File: src/shared/asq_pkg.sv
// asq_pkg: constants, register map and types of the analog scan sequencer
package asq_pkg;
  localparam int CLK_NS = 8;
  localparam int CONV_MIN_NS = 8000;
  localparam int BURST_NS = 15000;
  localparam int US_NS = 1000;
  localparam logic [11:0] CONV_MIN_CYC = 12'((CONV_MIN_NS + CLK_NS - 1) / CLK_NS);
  localparam logic [11:0] BURST_CYC = 12'((BURST_NS + CLK_NS - 1) / CLK_NS);
  localparam int US_CYC = US_NS / CLK_NS;
  localparam int IVL_MIN_US = 8;
  localparam int IVL_MAX_US = 2090000;
  localparam int IVL_W = 22;
  localparam int NCH = 32;
  localparam int DW = 16;
  localparam logic [11:0] OFS_CTRL = 12'h000;
  localparam logic [11:0] OFS_IVL = 12'h004;
  localparam logic [11:0] OFS_CHAN = 12'h008;
  localparam logic [11:0] OFS_NEW = 12'h00C;
  localparam logic [11:0] OFS_MISS = 12'h010;
  localparam logic [11:0] OFS_CMD = 12'h014;
  localparam logic [11:0] OFS_GLO = 12'h018;
  localparam logic [11:0] OFS_GHI = 12'h01C;
  localparam logic [11:0] OFS_IRQ = 12'h020;
  localparam logic [4:0] MBOX_PAGE = 5'h01;
  localparam int CTRL_MODE_LSB = 0;
  localparam int CTRL_SE = 3;
  localparam int CTRL_FMT = 4;
  localparam int CTRL_GRP = 5;
  localparam int CTRL_IEN = 6;
  localparam int CTRL_TOUT = 7;
  localparam int CTRL_CAL_LSB = 8;
  localparam int CHAN_END_LSB = 8;
  localparam int CMD_GO = 0;
  localparam int CMD_STOP = 1;
  localparam int IRQ_PEND = 0;
  localparam logic [31:0] CTRL_RST = 32'h00000000;
  localparam logic [31:0] IVL_RST = 32'h00000008;
  localparam logic [31:0] CHAN_RST = 32'h00000F00;
  localparam logic [31:0] GAIN_RST = 32'h00000000;
  localparam logic [1:0] RESP_OKAY = 2'h0;
  localparam logic [1:0] RESP_SLVERR = 2'h2;
  // cal codes: 0 input, 1 ground, 2 4.9V, 3 2.45V, 4 1.225V, 5 0.6125V
  typedef enum logic [2:0] {MODE_OFF = 3'b000, MODE_UCONT = 3'b001,
    MODE_USINGLE = 3'b010, MODE_BCONT = 3'b011, MODE_BSINGLE = 3'b100,
    MODE_EXT = 3'b101} asq_mode_t;
  typedef enum logic [2:0] {ST_IDLE = 3'b000, ST_START = 3'b001,
    ST_CONV = 3'b010, ST_GAP = 3'b011, ST_EXTW = 3'b100} asq_state_t;
  typedef struct packed {logic [11:0] addr; logic [31:0] data; logic [3:0] strb;} asq_wr_t;
  typedef struct packed {logic [4:0] chan; logic [1:0] gain; logic [2:0] cal;} asq_adc_sel_t;
endpackage

File: src/verilog/asq_timer.sv
// asq_timer: microsecond interval timer with one-cycle expiry pulse
`timescale 1ns/10ps
module asq_timer #(
  parameter int US_CYC = asq_pkg::US_CYC
) (
  // clock and control
  input wire logic clock,
  input wire logic reset,
  input wire logic ce,
  // load and expiry
  input wire logic load,
  input wire logic [asq_pkg::IVL_W-1:0] interval_us,
  output logic busy,
  output logic done
);
  import asq_pkg::*;
  logic [7:0] pre_q;
  logic [IVL_W-1:0] cnt_q;
  logic run_q;
  logic done_q;
  wire us_tick = run_q && (pre_q == 8'(US_CYC - 1));
  assign busy = run_q;
  assign done = done_q;
  always_ff @(posedge clock or posedge reset) begin
    if (reset) begin
      pre_q <= 8'h00;
      cnt_q <= '0;
      run_q <= 1'b0;
      done_q <= 1'b0;
    end else if (ce) begin
      done_q <= us_tick && (cnt_q <= IVL_W'(1));
      if (load) begin
        pre_q <= 8'h00;
        cnt_q <= interval_us;
        run_q <= 1'b1;
      end else if (us_tick) begin
        pre_q <= 8'h00;
        cnt_q <= cnt_q - IVL_W'(1);
        run_q <= cnt_q > IVL_W'(1);
      end else if (run_q) begin
        pre_q <= pre_q + 8'h01;
      end
    end
  end
endmodule

File: src/verilog/asq_axil.sv
// asq_axil: axi4-lite slave turning bus beats into register strobes
`timescale 1ns/10ps
module asq_axil (
  // clock and control
  input wire logic clock,
  input wire logic reset,
  input wire logic ce,
  // write channels
  input wire logic awvalid,
  output logic awready,
  input wire logic [11:0] awaddr,
  input wire logic wvalid,
  output logic wready,
  input wire logic [31:0] wdata,
  input wire logic [3:0] wstrb,
  output logic bvalid,
  input wire logic bready,
  output logic [1:0] bresp,
  // read channels
  input wire logic arvalid,
  output logic arready,
  input wire logic [11:0] araddr,
  output logic rvalid,
  input wire logic rready,
  output logic [31:0] rdata,
  output logic [1:0] rresp,
  // register side
  output asq_pkg::asq_wr_t wr,
  output logic wr_en,
  input wire logic wr_err,
  output logic rd_en,
  output logic [11:0] rd_addr,
  input wire logic [31:0] rd_data,
  input wire logic rd_err
);
  import asq_pkg::*;
  logic aw_q, w_q, b_q, ar_q, f_q, r_q;
  logic [11:0] awa_q, ara_q;
  logic [31:0] wd_q, rd_q;
  logic [3:0] ws_q;
  logic [1:0] bresp_q, rresp_q;
  assign awready = ce & ~aw_q & ~b_q;
  assign wready = ce & ~w_q & ~b_q;
  assign wr_en = ce & aw_q & w_q & ~b_q;
  assign wr = '{addr: awa_q, data: wd_q, strb: ws_q};
  assign bvalid = b_q;
  assign bresp = bresp_q;
  // reads park in a one-word fetch buffer before the answer
  assign arready = ce & ~ar_q;
  assign rd_en = ce & f_q;
  assign rd_addr = ara_q;
  assign rvalid = r_q;
  assign rdata = rd_q;
  assign rresp = rresp_q;
  always_ff @(posedge clock or posedge reset) begin
    if (reset) begin
      {aw_q, w_q, b_q, ar_q, f_q, r_q} <= 6'h00;
      awa_q <= 12'h000;
      ara_q <= 12'h000;
      wd_q <= 32'h00000000;
      rd_q <= 32'h00000000;
      ws_q <= 4'h0;
      bresp_q <= RESP_OKAY;
      rresp_q <= RESP_OKAY;
    end else if (ce) begin
      if (awvalid && awready) begin
        aw_q <= 1'b1;
        awa_q <= awaddr;
      end
      if (wvalid && wready) begin
        w_q <= 1'b1;
        wd_q <= wdata;
        ws_q <= wstrb;
      end
      if (wr_en) begin
        aw_q <= 1'b0;
        w_q <= 1'b0;
        b_q <= 1'b1;
        bresp_q <= wr_err ? RESP_SLVERR : RESP_OKAY;
      end else if (b_q && bready) begin
        b_q <= 1'b0;
      end
      if (arvalid && arready) begin
        ar_q <= 1'b1;
        f_q <= 1'b1;
        ara_q <= araddr;
      end
      if (f_q) begin
        f_q <= 1'b0;
        r_q <= 1'b1;
        rd_q <= rd_data;
        rresp_q <= rd_err ? RESP_SLVERR : RESP_OKAY;
      end
      if (r_q && rready) begin
        r_q <= 1'b0;
        ar_q <= 1'b0;
      end
    end
  end
endmodule

File: src/verilog/asq_top.sv
// asq_top: scan sequencer, mailbox, flags and register file
//
// How it works
// - conversion starts are never closer than 8 us apart
// - 32 mailboxes: two per differential channel or one per single-ended
// - interrupt after each conversion or after the whole group, selectable
// - scan walks channels in order from start to end inclusive
// - uniform modes wait one timer interval between conversions
// - burst continuous waits one interval between groups
// - interval timer covers 8 us up to about 2.09 s
// - uniform continuous cycles round robin until software stops it
// - burst continuous converts at 15 us per channel, repeats per interval
// - uniform single converts each channel once, interval spaced
// - burst single converts each channel once at 15 us spacing
// - external mode converts one channel per external trigger edge
// - trigger pin may be driven from the interval timer
// - per-channel gain of 1, 2, 4 or 8 applied at conversion
// - calibration reference selection is passed to the converter
// - new-data flag sets on fresh result, clears on read or scan
// - missed-data flag sets when an unread result is overwritten
// - missed-data flag clears on mailbox read or new scan
// - results read as straight binary or two's complement
// - bus slave only, single transfers with byte strobes
// - reads go through a fetch buffer before the answer
// - all interrupt sources share one bus interrupt line
//
// The implementer's own choices: register access over AXI4-Lite and the register addresses.
`timescale 1ns/10ps
module asq_top #(
  parameter int IVL_MAX = asq_pkg::IVL_MAX_US
) (
  // clock, reset, enable
  input wire logic clock,
  input wire logic reset,
  input wire logic ce,
  // axi4-lite slave
  input wire logic awvalid,
  output logic awready,
  input wire logic [11:0] awaddr,
  input wire logic wvalid,
  output logic wready,
  input wire logic [31:0] wdata,
  input wire logic [3:0] wstrb,
  output logic bvalid,
  input wire logic bready,
  output logic [1:0] bresp,
  input wire logic arvalid,
  output logic arready,
  input wire logic [11:0] araddr,
  output logic rvalid,
  input wire logic rready,
  output logic [31:0] rdata,
  output logic [1:0] rresp,
  // converter
  output logic adc_start,
  output asq_pkg::asq_adc_sel_t adc_sel,
  input wire logic adc_done,
  input wire logic [15:0] adc_data,
  // external trigger pin
  input wire logic trig_i,
  output logic trig_o,
  output logic trig_oe,
  // bus interrupt
  output logic irq_n
);
  import asq_pkg::*;

  asq_wr_t wr;
  logic wr_en, rd_en;
  logic [11:0] rd_addr;
  logic [31:0] rd_data;
  logic [31:0] ctrl_q, ivl_q, chan_q32, glo_q, ghi_q;
  logic pend_q;
  asq_state_t state_q, state_d;
  logic [4:0] chan_q, chan_d;
  logic [11:0] since_q;
  logic adc_start_q, trig_o_q;
  asq_adc_sel_t sel_q;
  logic [NCH-1:0] new_q, missed_q;
  logic [15:0] bank_q;
  logic [DW-1:0] mbox_q [NCH];
  logic t1_q, t2_q, t3_q;
  logic start_conv, gap_load, tmr_busy, tmr_done;

  function automatic logic [31:0] wmask(input logic [31:0] o, input logic [31:0] n,
                                        input logic [3:0] s);
    logic [31:0] r;
    r = o;
    for (int b = 0; b < 4; b++) begin
      if (s[b]) r[b*8 +: 8] = n[b*8 +: 8];
    end
    return r;
  endfunction

  function automatic logic reg_hit(input logic [11:0] a);
    return a == OFS_CTRL || a == OFS_IVL || a == OFS_CHAN || a == OFS_NEW ||
           a == OFS_MISS || a == OFS_CMD || a == OFS_GLO || a == OFS_GHI ||
           a == OFS_IRQ;
  endfunction

  // mailbox page decode, needed by the bus error check below
  wire rd_mbox = rd_addr[11:7] == MBOX_PAGE;

  asq_axil u_bus (
    .clock(clock),
    .reset(reset),
    .ce(ce),
    .awvalid(awvalid),
    .awready(awready),
    .awaddr(awaddr),
    .wvalid(wvalid),
    .wready(wready),
    .wdata(wdata),
    .wstrb(wstrb),
    .bvalid(bvalid),
    .bready(bready),
    .bresp(bresp),
    .arvalid(arvalid),
    .arready(arready),
    .araddr(araddr),
    .rvalid(rvalid),
    .rready(rready),
    .rdata(rdata),
    .rresp(rresp),
    .wr(wr),
    .wr_en(wr_en),
    .wr_err(!reg_hit(wr.addr)),
    .rd_en(rd_en),
    .rd_addr(rd_addr),
    .rd_data(rd_data),
    .rd_err(!(reg_hit(rd_addr) || rd_mbox))
  );

  // control fields
  wire asq_mode_t mode_q = asq_mode_t'(ctrl_q[CTRL_MODE_LSB +: 3]);
  wire se_q = ctrl_q[CTRL_SE];
  wire fmt_q = ctrl_q[CTRL_FMT];
  wire grp_q = ctrl_q[CTRL_GRP];
  wire ien_q = ctrl_q[CTRL_IEN];
  wire tout_q = ctrl_q[CTRL_TOUT];
  wire [2:0] cal_q = ctrl_q[CTRL_CAL_LSB +: 3];
  wire [4:0] start_ch = chan_q32[4:0];
  wire [4:0] end_ch = chan_q32[CHAN_END_LSB +: 5];
  wire [63:0] gain_all = {ghi_q, glo_q};

  // write decode
  wire ws_ctrl = wr_en && wr.addr == OFS_CTRL;
  wire ws_ivl = wr_en && wr.addr == OFS_IVL;
  wire ws_chan = wr_en && wr.addr == OFS_CHAN;
  wire ws_glo = wr_en && wr.addr == OFS_GLO;
  wire ws_ghi = wr_en && wr.addr == OFS_GHI;
  wire ws_cmd = wr_en && wr.addr == OFS_CMD && wr.strb[0];
  wire sw_go = ws_cmd && wr.data[CMD_GO];
  wire sw_stop = ws_cmd && wr.data[CMD_STOP];
  wire irq_clr = wr_en && wr.addr == OFS_IRQ && wr.strb[0] && wr.data[IRQ_PEND];

  // read decode; a fetch also acts as the host's read of a mailbox
  wire [4:0] rd_idx = rd_addr[6:2];
  wire [DW-1:0] mb_raw = mbox_q[rd_idx];
  wire [DW-1:0] mb_fmt = fmt_q ? {~mb_raw[DW-1], mb_raw[DW-2:0]} : mb_raw;
  wire [31:0] status = {24'h000000, chan_q, state_q};
  assign rd_data = rd_mbox ? {16'h0000, mb_fmt} :
                   rd_addr == OFS_CTRL ? ctrl_q :
                   rd_addr == OFS_IVL ? ivl_q :
                   rd_addr == OFS_CHAN ? chan_q32 :
                   rd_addr == OFS_NEW ? new_q :
                   rd_addr == OFS_MISS ? missed_q :
                   rd_addr == OFS_CMD ? status :
                   rd_addr == OFS_GLO ? glo_q :
                   rd_addr == OFS_GHI ? ghi_q :
                   rd_addr == OFS_IRQ ? {31'h00000000, pend_q} : 32'h00000000;

  // external trigger: two-flop synchroniser, edge taken past the second
  wire ext_edge = t2_q & ~t3_q;
  always_ff @(posedge clock or posedge reset) begin
    if (reset) begin
      {t1_q, t2_q, t3_q} <= 3'h0;
    end else if (ce) begin
      {t1_q, t2_q, t3_q} <= {trig_i, t1_q, t2_q};
    end
  end

  // interval clamped into the timer's range
  wire [31:0] ivl_hi = (ivl_q > 32'(IVL_MAX)) ? 32'(IVL_MAX) : ivl_q;
  wire [31:0] ivl_lim = (ivl_hi < 32'(IVL_MIN_US)) ? 32'(IVL_MIN_US) : ivl_hi;
  wire tmr_free = tout_q && !tmr_busy && state_q != ST_GAP;
  asq_timer u_tmr (
    .clock(clock),
    .reset(reset),
    .ce(ce),
    .load(gap_load || tmr_free),
    .interval_us(ivl_lim[IVL_W-1:0]),
    .busy(tmr_busy),
    .done(tmr_done)
  );

  // sequencer
  wire burst_m = mode_q == MODE_BCONT || mode_q == MODE_BSINGLE;
  wire [11:0] pace = burst_m ? BURST_CYC : CONV_MIN_CYC;
  wire last = chan_q == end_ch;
  wire conv_done = state_q == ST_CONV && adc_done;
  wire mode_ok = mode_q inside {MODE_UCONT, MODE_USINGLE, MODE_BCONT, MODE_BSINGLE};
  wire go = mode_q == MODE_EXT ? ext_edge : mode_ok && (sw_go || ext_edge);
  // scan cycle starts on a trigger from idle; clearing each round would hide overruns
  wire scan_start = state_q == ST_IDLE && go;

  always_comb begin
    state_d = state_q;
    chan_d = chan_q;
    start_conv = 1'b0;
    gap_load = 1'b0;
    case (state_q)
      ST_IDLE: begin
        if (go) begin
          chan_d = start_ch;
          state_d = ST_START;
        end
      end
      ST_START: begin
        if (since_q >= pace) begin
          start_conv = 1'b1;
          state_d = ST_CONV;
        end
      end
      ST_CONV: begin
        if (adc_done) begin
          chan_d = last ? start_ch : chan_q + 5'h01;
          case (mode_q)
            MODE_UCONT: begin
              gap_load = 1'b1;
              state_d = ST_GAP;
            end
            MODE_USINGLE: begin
              gap_load = !last;
              state_d = last ? ST_IDLE : ST_GAP;
            end
            MODE_BCONT: begin
              gap_load = last;
              state_d = last ? ST_GAP : ST_START;
            end
            MODE_BSINGLE: state_d = last ? ST_IDLE : ST_START;
            MODE_EXT: state_d = ST_EXTW;
            default: state_d = ST_IDLE;
          endcase
        end
      end
      ST_GAP: begin
        if (tmr_done) state_d = ST_START;
      end
      ST_EXTW: begin
        if (ext_edge) state_d = ST_START;
      end
      default: state_d = ST_IDLE;
    endcase
    if (sw_stop || mode_q == MODE_OFF) state_d = ST_IDLE;
  end

  always_ff @(posedge clock or posedge reset) begin
    if (reset) begin
      state_q <= ST_IDLE;
      chan_q <= 5'h00;
      since_q <= 12'hFFF;
      adc_start_q <= 1'b0;
      sel_q <= '0;
      trig_o_q <= 1'b0;
    end else if (ce) begin
      state_q <= state_d;
      chan_q <= chan_d;
      adc_start_q <= start_conv;
      trig_o_q <= tmr_done;
      if (start_conv) since_q <= 12'h001;
      else if (since_q != 12'hFFF) since_q <= since_q + 12'h001;
      if (start_conv) begin
        sel_q.chan <= chan_q;
        sel_q.gain <= gain_all[{chan_q, 1'b0} +: 2];
        sel_q.cal <= cal_q;
      end
    end
  end
  assign adc_start = adc_start_q;
  assign adc_sel = sel_q;
  assign trig_o = trig_o_q;
  assign trig_oe = tout_q;

  // mailbox placement: differential channels alternate two buffers
  wire mb_we = conv_done;
  wire [3:0] lo = sel_q.chan[3:0];
  wire [4:0] mb_idx = se_q ? sel_q.chan : {bank_q[lo], lo};
  always_ff @(posedge clock or posedge reset) begin
    if (reset) begin
      bank_q <= 16'h0000;
    end else if (ce && mb_we && !se_q) begin
      bank_q[lo] <= ~bank_q[lo];
    end
  end

  for (genvar i = 0; i < NCH; i++) begin : g_mb
    wire set = mb_we && mb_idx == 5'(i);
    wire hrd = rd_en && rd_mbox && rd_idx == 5'(i);
    wire clr = hrd || scan_start;
    always_ff @(posedge clock or posedge reset) begin
      if (reset) begin
        mbox_q[i] <= 16'h0000;
        new_q[i] <= 1'b0;
        missed_q[i] <= 1'b0;
      end else if (ce) begin
        if (set) mbox_q[i] <= adc_data;
        new_q[i] <= set || (new_q[i] && !clr);
        missed_q[i] <= (set && new_q[i] && !hrd) || (missed_q[i] && !clr);
      end
    end
  end

  // registers and interrupt
  wire irq_evt = ien_q && mb_we && (!grp_q || last);
  always_ff @(posedge clock or posedge reset) begin
    if (reset) begin
      ctrl_q <= CTRL_RST;
      ivl_q <= IVL_RST;
      chan_q32 <= CHAN_RST;
      glo_q <= GAIN_RST;
      ghi_q <= GAIN_RST;
      pend_q <= 1'b0;
    end else if (ce) begin
      if (ws_ctrl) ctrl_q <= wmask(ctrl_q, wr.data, wr.strb);
      if (ws_ivl) ivl_q <= wmask(ivl_q, wr.data, wr.strb);
      if (ws_chan) chan_q32 <= wmask(chan_q32, wr.data, wr.strb);
      if (ws_glo) glo_q <= wmask(glo_q, wr.data, wr.strb);
      if (ws_ghi) ghi_q <= wmask(ghi_q, wr.data, wr.strb);
      pend_q <= irq_evt || (pend_q && !irq_clr);
    end
  end
  assign irq_n = ~pend_q;
endmodule

File: config.mk
export PLATFORM = sky130hd
export DESIGN_NAME = asq_top
export DESIGN_NICKNAME = d
export VERILOG_FILES = /design/src/shared/asq_pkg.sv /design/src/verilog/asq_timer.sv /design/src/verilog/asq_axil.sv /design/src/verilog/asq_top.sv
export SDC_FILE = /design/constraint.sdc
export NUM_CORES = 2
export LEC_CHECK = 0
export BUFFER_PORTS_ARGS = -buffer_cell sky130_fd_sc_hd__buf_2
export CAP_MARGIN = 10
export CORE_UTILIZATION = 50
export DETAILED_ROUTE_END_ITERATION = 7
export PLACE_DENSITY_LB_ADDON = 0.05
export RECOVER_POWER = 50
export SLEW_MARGIN = 20
export SYNTH_ARGS = -nofsm -noshare
export SYNTH_HDL_FRONTEND = slang
export SYNTH_SLANG_ARGS = --single-unit
File: constraint.sdc
create_clock -name clock -period 34.3 [get_ports clock]
set_input_delay 3.43 -clock clock [delete_from_list [all_inputs] [get_ports clock]]
set_output_delay 3.43 -clock clock [all_outputs]
set_load 0.1 [all_outputs]
Yosys cells after proc, flatten, opt, wreduce, memory -nomap -nowiden
Cells that the tools add are included.
{ "word_totals": {"reg_bits": 922, "input_bits": 86, "output_inout_bits": 55, "wordCells": 839} }
{ "op_classes": {"addsub": 4, "n_lt_le_gt_ge": 8, "n_eq_ne": 99, "shift": 1, "muxes": 67, "n_bitwise": 19, "reduce_logical": 495} }
{ "ops": {"columns": ["operator", "count"], "rows": [
  ["two-way mux 32 bit", 10],
  ["logical AND 1 bit", 223],
  ["== test 5 bit (second input constant)", 32],
  ["logical OR 1 bit", 119],
  ["== test 12 x 5 -> 1 bit (second input constant)", 8],
  ["AND reduction 2 bit", 46],
  ["binary-select mux 16 bit (select 5 bit)", 1],
  ["== test 5 x 4 -> 1 bit (second input constant)", 16],
  ["zero test 1 bit", 69],
  ["two-way mux 22 bit", 3],
  ["indexed part select 64 x 7 -> 2 bit", 1],
  ["AND reduction 3 bit", 20],
  ["== test 12 x 4 -> 1 bit (second input constant)", 4],
  ["two-way mux 16 bit", 3],
  ["== test 5 x 3 -> 1 bit (second input constant)", 8],
  ["> comparator 32 x 21 -> 1 bit (second input constant)", 1],
  ["< comparator 32 x 4 -> 1 bit (second input constant)", 1],
  ["one-hot mux 3 bit (5 select lines)", 2],
  ["== test 12 x 3 -> 1 bit (second input constant)", 2],
  ["== test 12 x 6 -> 1 bit (second input constant)", 2],
  ["zero test 12 bit", 2],
  ["two-way mux 12 bit", 2],
  ["two-way mux 8 bit", 3],
  ["two-way mux 1 bit", 23],
  ["40 further kinds", 92]
]} }

Logic depth before layout (Yosys ltp)
{ "logic_depth": {"word_depth": 14, "depth_mapped": 14, "mapped_depth_nobuf": 11} }

By module
From an unflattened synthesis, not the netlist that was laid out.
{ "unflattened": {"hier_cells": 3320, "area_unflattened_um2": 44277.5} }
{ "by_module_without_submodules": {"columns": ["mod", "n_inst", "cells_per_inst", "area_per_inst_um2", "seq_area_each_um2"], "rows": [
  ["asq_top", 1, 2847, 38301.7, 19740.2],
  ["asq_axil", 1, 230, 3967.6, 2502.4],
  ["asq_timer", 1, 243, 2008.2, 800.8]
]} }

Least setup slack after synthesis
Ideal clock, no wire load.
{ "synth_timing": {"path_type": "input to output", "start": "in ce", "end": "out arready", "arrival_time_ns": 5.257, "required_time_ns": 30.870, "path_slack_ns": 25.613, "path_stages": 4, "path_buffers": 2, "path_cell_list": "buf_2 clkbuf_1 inv_1 nor2_1"} }
{ "synth_via": {"elab_chain_cells": 1} }
{ "synth_rtl": {"columns": ["element", "line_no", "source"], "rows": [
  ["start: declaration", "asq_top.sv:35", "input wire logic ce,"],
  ["bitwise AND 1 bit", "asq_axil.sv:49", "assign arready = ce & ~ar_q;"],
  ["end: declaration", "asq_top.sv:48", "output logic arready,"]
]} }
Every way passes these cells.

==> impl_metrics.prom <==
# TYPE chip_impl_metric gauge
chip_impl_metric{name="post-route-min-period",unit="ns"} 13.23
chip_impl_metric{name="detailedRoute.firstPassIterationCount",unit=""} 7
chip_impl_info{name="final_cell_mix",value="dfrtp_1, mux2_2, nand2_1"} 1
chip_impl_metric{name="finalNonFillerCells",unit=""} 4548
chip_impl_metric{name="power.combinational.fraction",unit=""} 0.179
chip_impl_metric{name="fmax",unit="GHz"} 0.0756
chip_impl_metric{name="initial_standard_cell_utilization_of_the_core",unit=""} 0.505
chip_impl_info{name="ys_top_cells_by_area",value="dfrtp_1, mux2_2, mux4_2"} 1
chip_impl_metric{name="cts.path.max_buffers",unit=""} 3
chip_impl_metric{name="die-area",unit="mm²"} 0.0890
chip_impl_metric{name="placement.io_buffers",unit=""} 138
chip_impl_metric{name="yosysUniqueCellTypes",unit=""} 95
chip_impl_metric{name="placedCellCount",unit=""} 4361
chip_impl_metric{name="clock-sinks",unit=""} 920
chip_impl_metric{name="drt_first_iter_violations",unit=""} 2069
chip_impl_info{name="failed_checks",value="max-capacitance violations, max-slew violations"} 1
chip_impl_metric{name="clk_pin_slew",unit="ns"} 0.06
chip_impl_metric{name="cellPowerDensity",unit="mW/mm²"} 60.5
chip_impl_metric{name="fp.coreArea",unit="mm²"} 0.0869
chip_impl_metric{name="finalNetCount",unit=""} 3408
chip_impl_metric{name="final_hold_viol_count",unit=""} 0
chip_impl_metric{name="via_count",unit=""} 28300
chip_impl_metric{name="sw_pwr",unit="W"} 0.000923
chip_impl_metric{name="final_max_slew_viol_count",unit=""} 959
chip_impl_metric{name="synthDominantCellAreaShare",unit=""} 0.515
chip_impl_info{name="layout.cells.most_common",value="dfrtp_1"} 1
chip_impl_metric{name="synthesis.area_per_instance",unit="µm²"} 13.5
chip_impl_metric{name="worstPathArrival",unit="ns"} 13.03
chip_impl_metric{name="dieWidth",unit="µm"} 298
chip_impl_metric{name="worst_slew_margin_rel",unit=""} -2.77
chip_impl_metric{name="power.ir.vdd_worst",unit="mV"} 0.0770
chip_impl_metric{name="setup_violations",unit=""} 0
chip_impl_metric{name="synthToLayoutAreaGrowth",unit="%"} 11.0
chip_impl_metric{name="routed_wire_length_per_instance",unit="µm"} 27.3
chip_impl_metric{name="totalNegativeSetupSlack",unit="ns"} 0
chip_impl_info{name="tritoncts",value="built"} 1
chip_impl_metric{name="synth_edf_count",unit=""} 0
chip_impl_metric{name="synthesis.area",unit="mm²"} 0.0439
chip_impl_info{name="unrepaired_setup_endpoints_after_global_routing",value="false"} 1
chip_impl_metric{name="max-cap-violations",unit=""} 19
chip_impl_metric{name="p_clk_frac",unit=""} 0.391
chip_impl_metric{name="syn-instance-count",unit=""} 3252
chip_impl_metric{name="holdBufCountCts",unit=""} 0
chip_impl_metric{name="min_period_over_period",unit=""} 0.386
chip_impl_metric{name="tightest_slew",unit="ns"} 5.62
chip_impl_metric{name="cts_repair_resize_count",unit=""} 0
chip_impl_metric{name="cts_inserted_buffers",unit=""} 101
chip_impl_info{name="synth_top_cell_by_area",value="dfrtp_1"} 1
chip_impl_metric{name="avgViaCountPerCell",unit=""} 6.22
chip_impl_metric{name="grt_overflow_total",unit=""} 0
chip_impl_metric{name="first_global_vias",unit=""} 29400
chip_impl_metric{name="grt_start_max_net_pins",unit=""} 131
chip_impl_info{name="timing.critical_path.to_type",value="asynchronous set/reset pin"} 1
chip_impl_metric{name="sequentialPowerShare",unit=""} 0.431
chip_impl_metric{name="leakage",unit="nW"} 23.0
chip_impl_metric{name="ctsHtreeMaxLevel",unit=""} 3
chip_impl_info{name="outcome",value="finished, violations left"} 1
chip_impl_metric{name="ys_ff_latch",unit=""} 920
chip_impl_metric{name="route.detailed.drc",unit=""} 0
chip_impl_metric{name="grt_first_pass_wirelength",unit="µm"} 190000
chip_impl_info{name="clock-root-buffer",value="clkbuf_16"} 1
chip_impl_metric{name="cp_max_fo",unit=""} 130
chip_impl_metric{name="wirelength",unit="µm"} 124000
chip_impl_metric{name="die_h",unit="µm"} 298
chip_impl_metric{name="post_route_cells_drive_above_1_share",unit=""} 0.383
chip_impl_metric{name="gp_routability_congestion",unit=""} 0.920
chip_impl_info{name="synth_ff_type",value="dfrtp_1"} 1
chip_impl_metric{name="grt_antenna_before_repair",unit=""} 3
chip_impl_metric{name="dp_hpwl",unit="µm"} 80500
chip_impl_info{name="holdCritPathClass",value="flop to flop"} 1
chip_impl_metric{name="gr-usage-all-layers",unit=""} 0.284
chip_impl_metric{name="synth_warnings",unit=""} 0
chip_impl_info{name="critPathLaunchType",value="input port"} 1
chip_impl_metric{name="part_of_the_yosys_area_used_for_sequential_elements",unit=""} 0.525
chip_impl_info{name="timing.setup.critical_path_class",value="input port to asynchronous set/reset pin"} 1
chip_impl_metric{name="power.share.switching",unit=""} 0.313
chip_impl_metric{name="rows",unit=""} 108
chip_impl_metric{name="ys_async_sr_fraction",unit=""} 1.00
chip_impl_metric{name="top_level_ports",unit=""} 141
chip_impl_metric{name="cp.required",unit="ns"} 34.10
chip_impl_metric{name="clock_insertion_delay_worst_skew",unit="ns"} 0.66
chip_impl_metric{name="drtAntennaViolNets",unit=""} 0
chip_impl_metric{name="clock_skew",unit="ns"} 0.0171
chip_impl_metric{name="cts_setup_buffers",unit=""} 0
chip_impl_metric{name="intPower",unit="W"} 0.00203
## synthesized netlist by cell type, types with 19 or more instances
| master | instances |
|---|---|
| dfrtp_1 | 903 |
| buf_2 | 50 |
| a21oi_1 | 65 |
| nor4_1 | 19 |
| o21ai_0 | 159 |
| mux2i_1 | 76 |
| nand3_1 | 22 |
| mux4_2 | 174 |
| o211ai_1 | 20 |
| buf_4 | 21 |
| a21o_1 | 33 |
| mux2_2 | 744 |
| or3_1 | 27 |
| buf_1 | 22 |
| nor3_1 | 42 |
| nor2_1 | 131 |
| clkbuf_1 | 127 |
| inv_1 | 20 |
| nand2_1 | 207 |
## final timing paths
path,from,endpoint,slack [ns],cells past startpoint
max,reset,glo_q[25],21.07,4
min,u_bus.rdata[27],u_bus.rdata[27],0.47,1
max reg2reg,state_q[0],mbox_q[336],29.86,5
min reg2reg,u_bus.rdata[27],u_bus.rdata[27],0.47,1
max in group clock,ce,arready,23.43,5
min in group asynchronous,reset,u_tmr.pre_q[3],4.50,2
## power groups by stage
| stage | registers, W | logic, W | clock network, W |
|---|---|---|---|
| floorplan | 0.00127 | 0.000368 | 0 |
| global placement | 0.00128 | 0.000526 | 0 |
| detailed placement | 0.00129 | 0.000531 | 0 |
| CTS | 0.00127 | 0.000532 | 0.00118 |
| global route | 0.00128 | 0.000560 | 0.00122 |
| finish | 0.00127 | 0.000527 | 0.00115 |
## metrics by stage
stage | instance area (µm²) | total power, W | hold WS (ns) | worst slack, ns | util
final | 48700 | 0.00295 | 0.472 | 21.07 | 0.561
after global routing | 48700 | 0.00306 | 0.481 | 18.93 | 0.561
after CTS | 48900 | 0.00298 | 0.473 | 25.46 | 0.563
after detailed placement | 45400 | 0.00182 | 0.460 | 25.47 | 0.522
after global placement | 45400 | 0.00181 | 0.455 | 25.48 | 0.522
after floorplan | 43900 | 0.00164 | 0.438 | 5.03 | -
## layer usage
| metal | global-route usage | up-vias | share of wire |
|---|---|---|---|
| li1 | - | 12200 | - |
| met1 | 0.393 | 15000 | 0.44 |
| met2 | 0.458 | 873 | 0.48 |
| met3 | 0.0403 | 213 | 0.048 |
| met4 | 0.100 | 4 | 0.039 |
| met5 | 0 | - | 0.00023 |
## sequential cells by signal, summed over array words and instances (netlist names), 8 cells and up
name,flops
since_q,12
u_tmr.cnt_q,22
u_bus.rd_addr,12
missed_q,32
u_bus.awa_q,12
ivl_q,32
mbox_q,512
bank_q,16
u_bus.rdata,32
new_q,32
chan_q32,32
ghi_q,32
glo_q,32
u_bus.wd_q,32
adc_sel,10
ctrl_q,32
u_tmr.pre_q,8
## cell families (layout without fill, tap and decap cells)
family / Yosys count / count (layout) / share of synthesized area
compound gates: 443 / 443 / 0.0666
xor+xnor: 14 / 14 / 0.00279
fa+ha+maj: 13 / 13 / 0.00370
buf+inv: 256 / 395 / 0.0278
flops: 920 / 920 / 0.525
mux: 1011 / 1011 / 0.303
other cells: 1 / 3 / 0.0000854
simple gates: 594 / 594 / 0.0710
## critical path, stage by stage
cell	delay, ns
clkbuf_1	0.08
clkinvlp_2	3.10
clkbuf_1	3.07
clkbuf_1	3.08
## area by class of cell
| class | instances | area (µm²) |
|---|---|---|
| fill | 7116 | 38200 |
| tap | 1155 | 1450 |
| timing repair buffer | 189 | 958 |
| clock buffer | 145 | 3010 |
| antenna | 1 | 2.50 |
| sequential | 920 | 23100 |
| inverter | 20 | 76.3 |
| clock inverter | 41 | 571 |
| multi-input combinational | 2077 | 19600 |
Note: power is estimated with default switching activity, not from simulation.
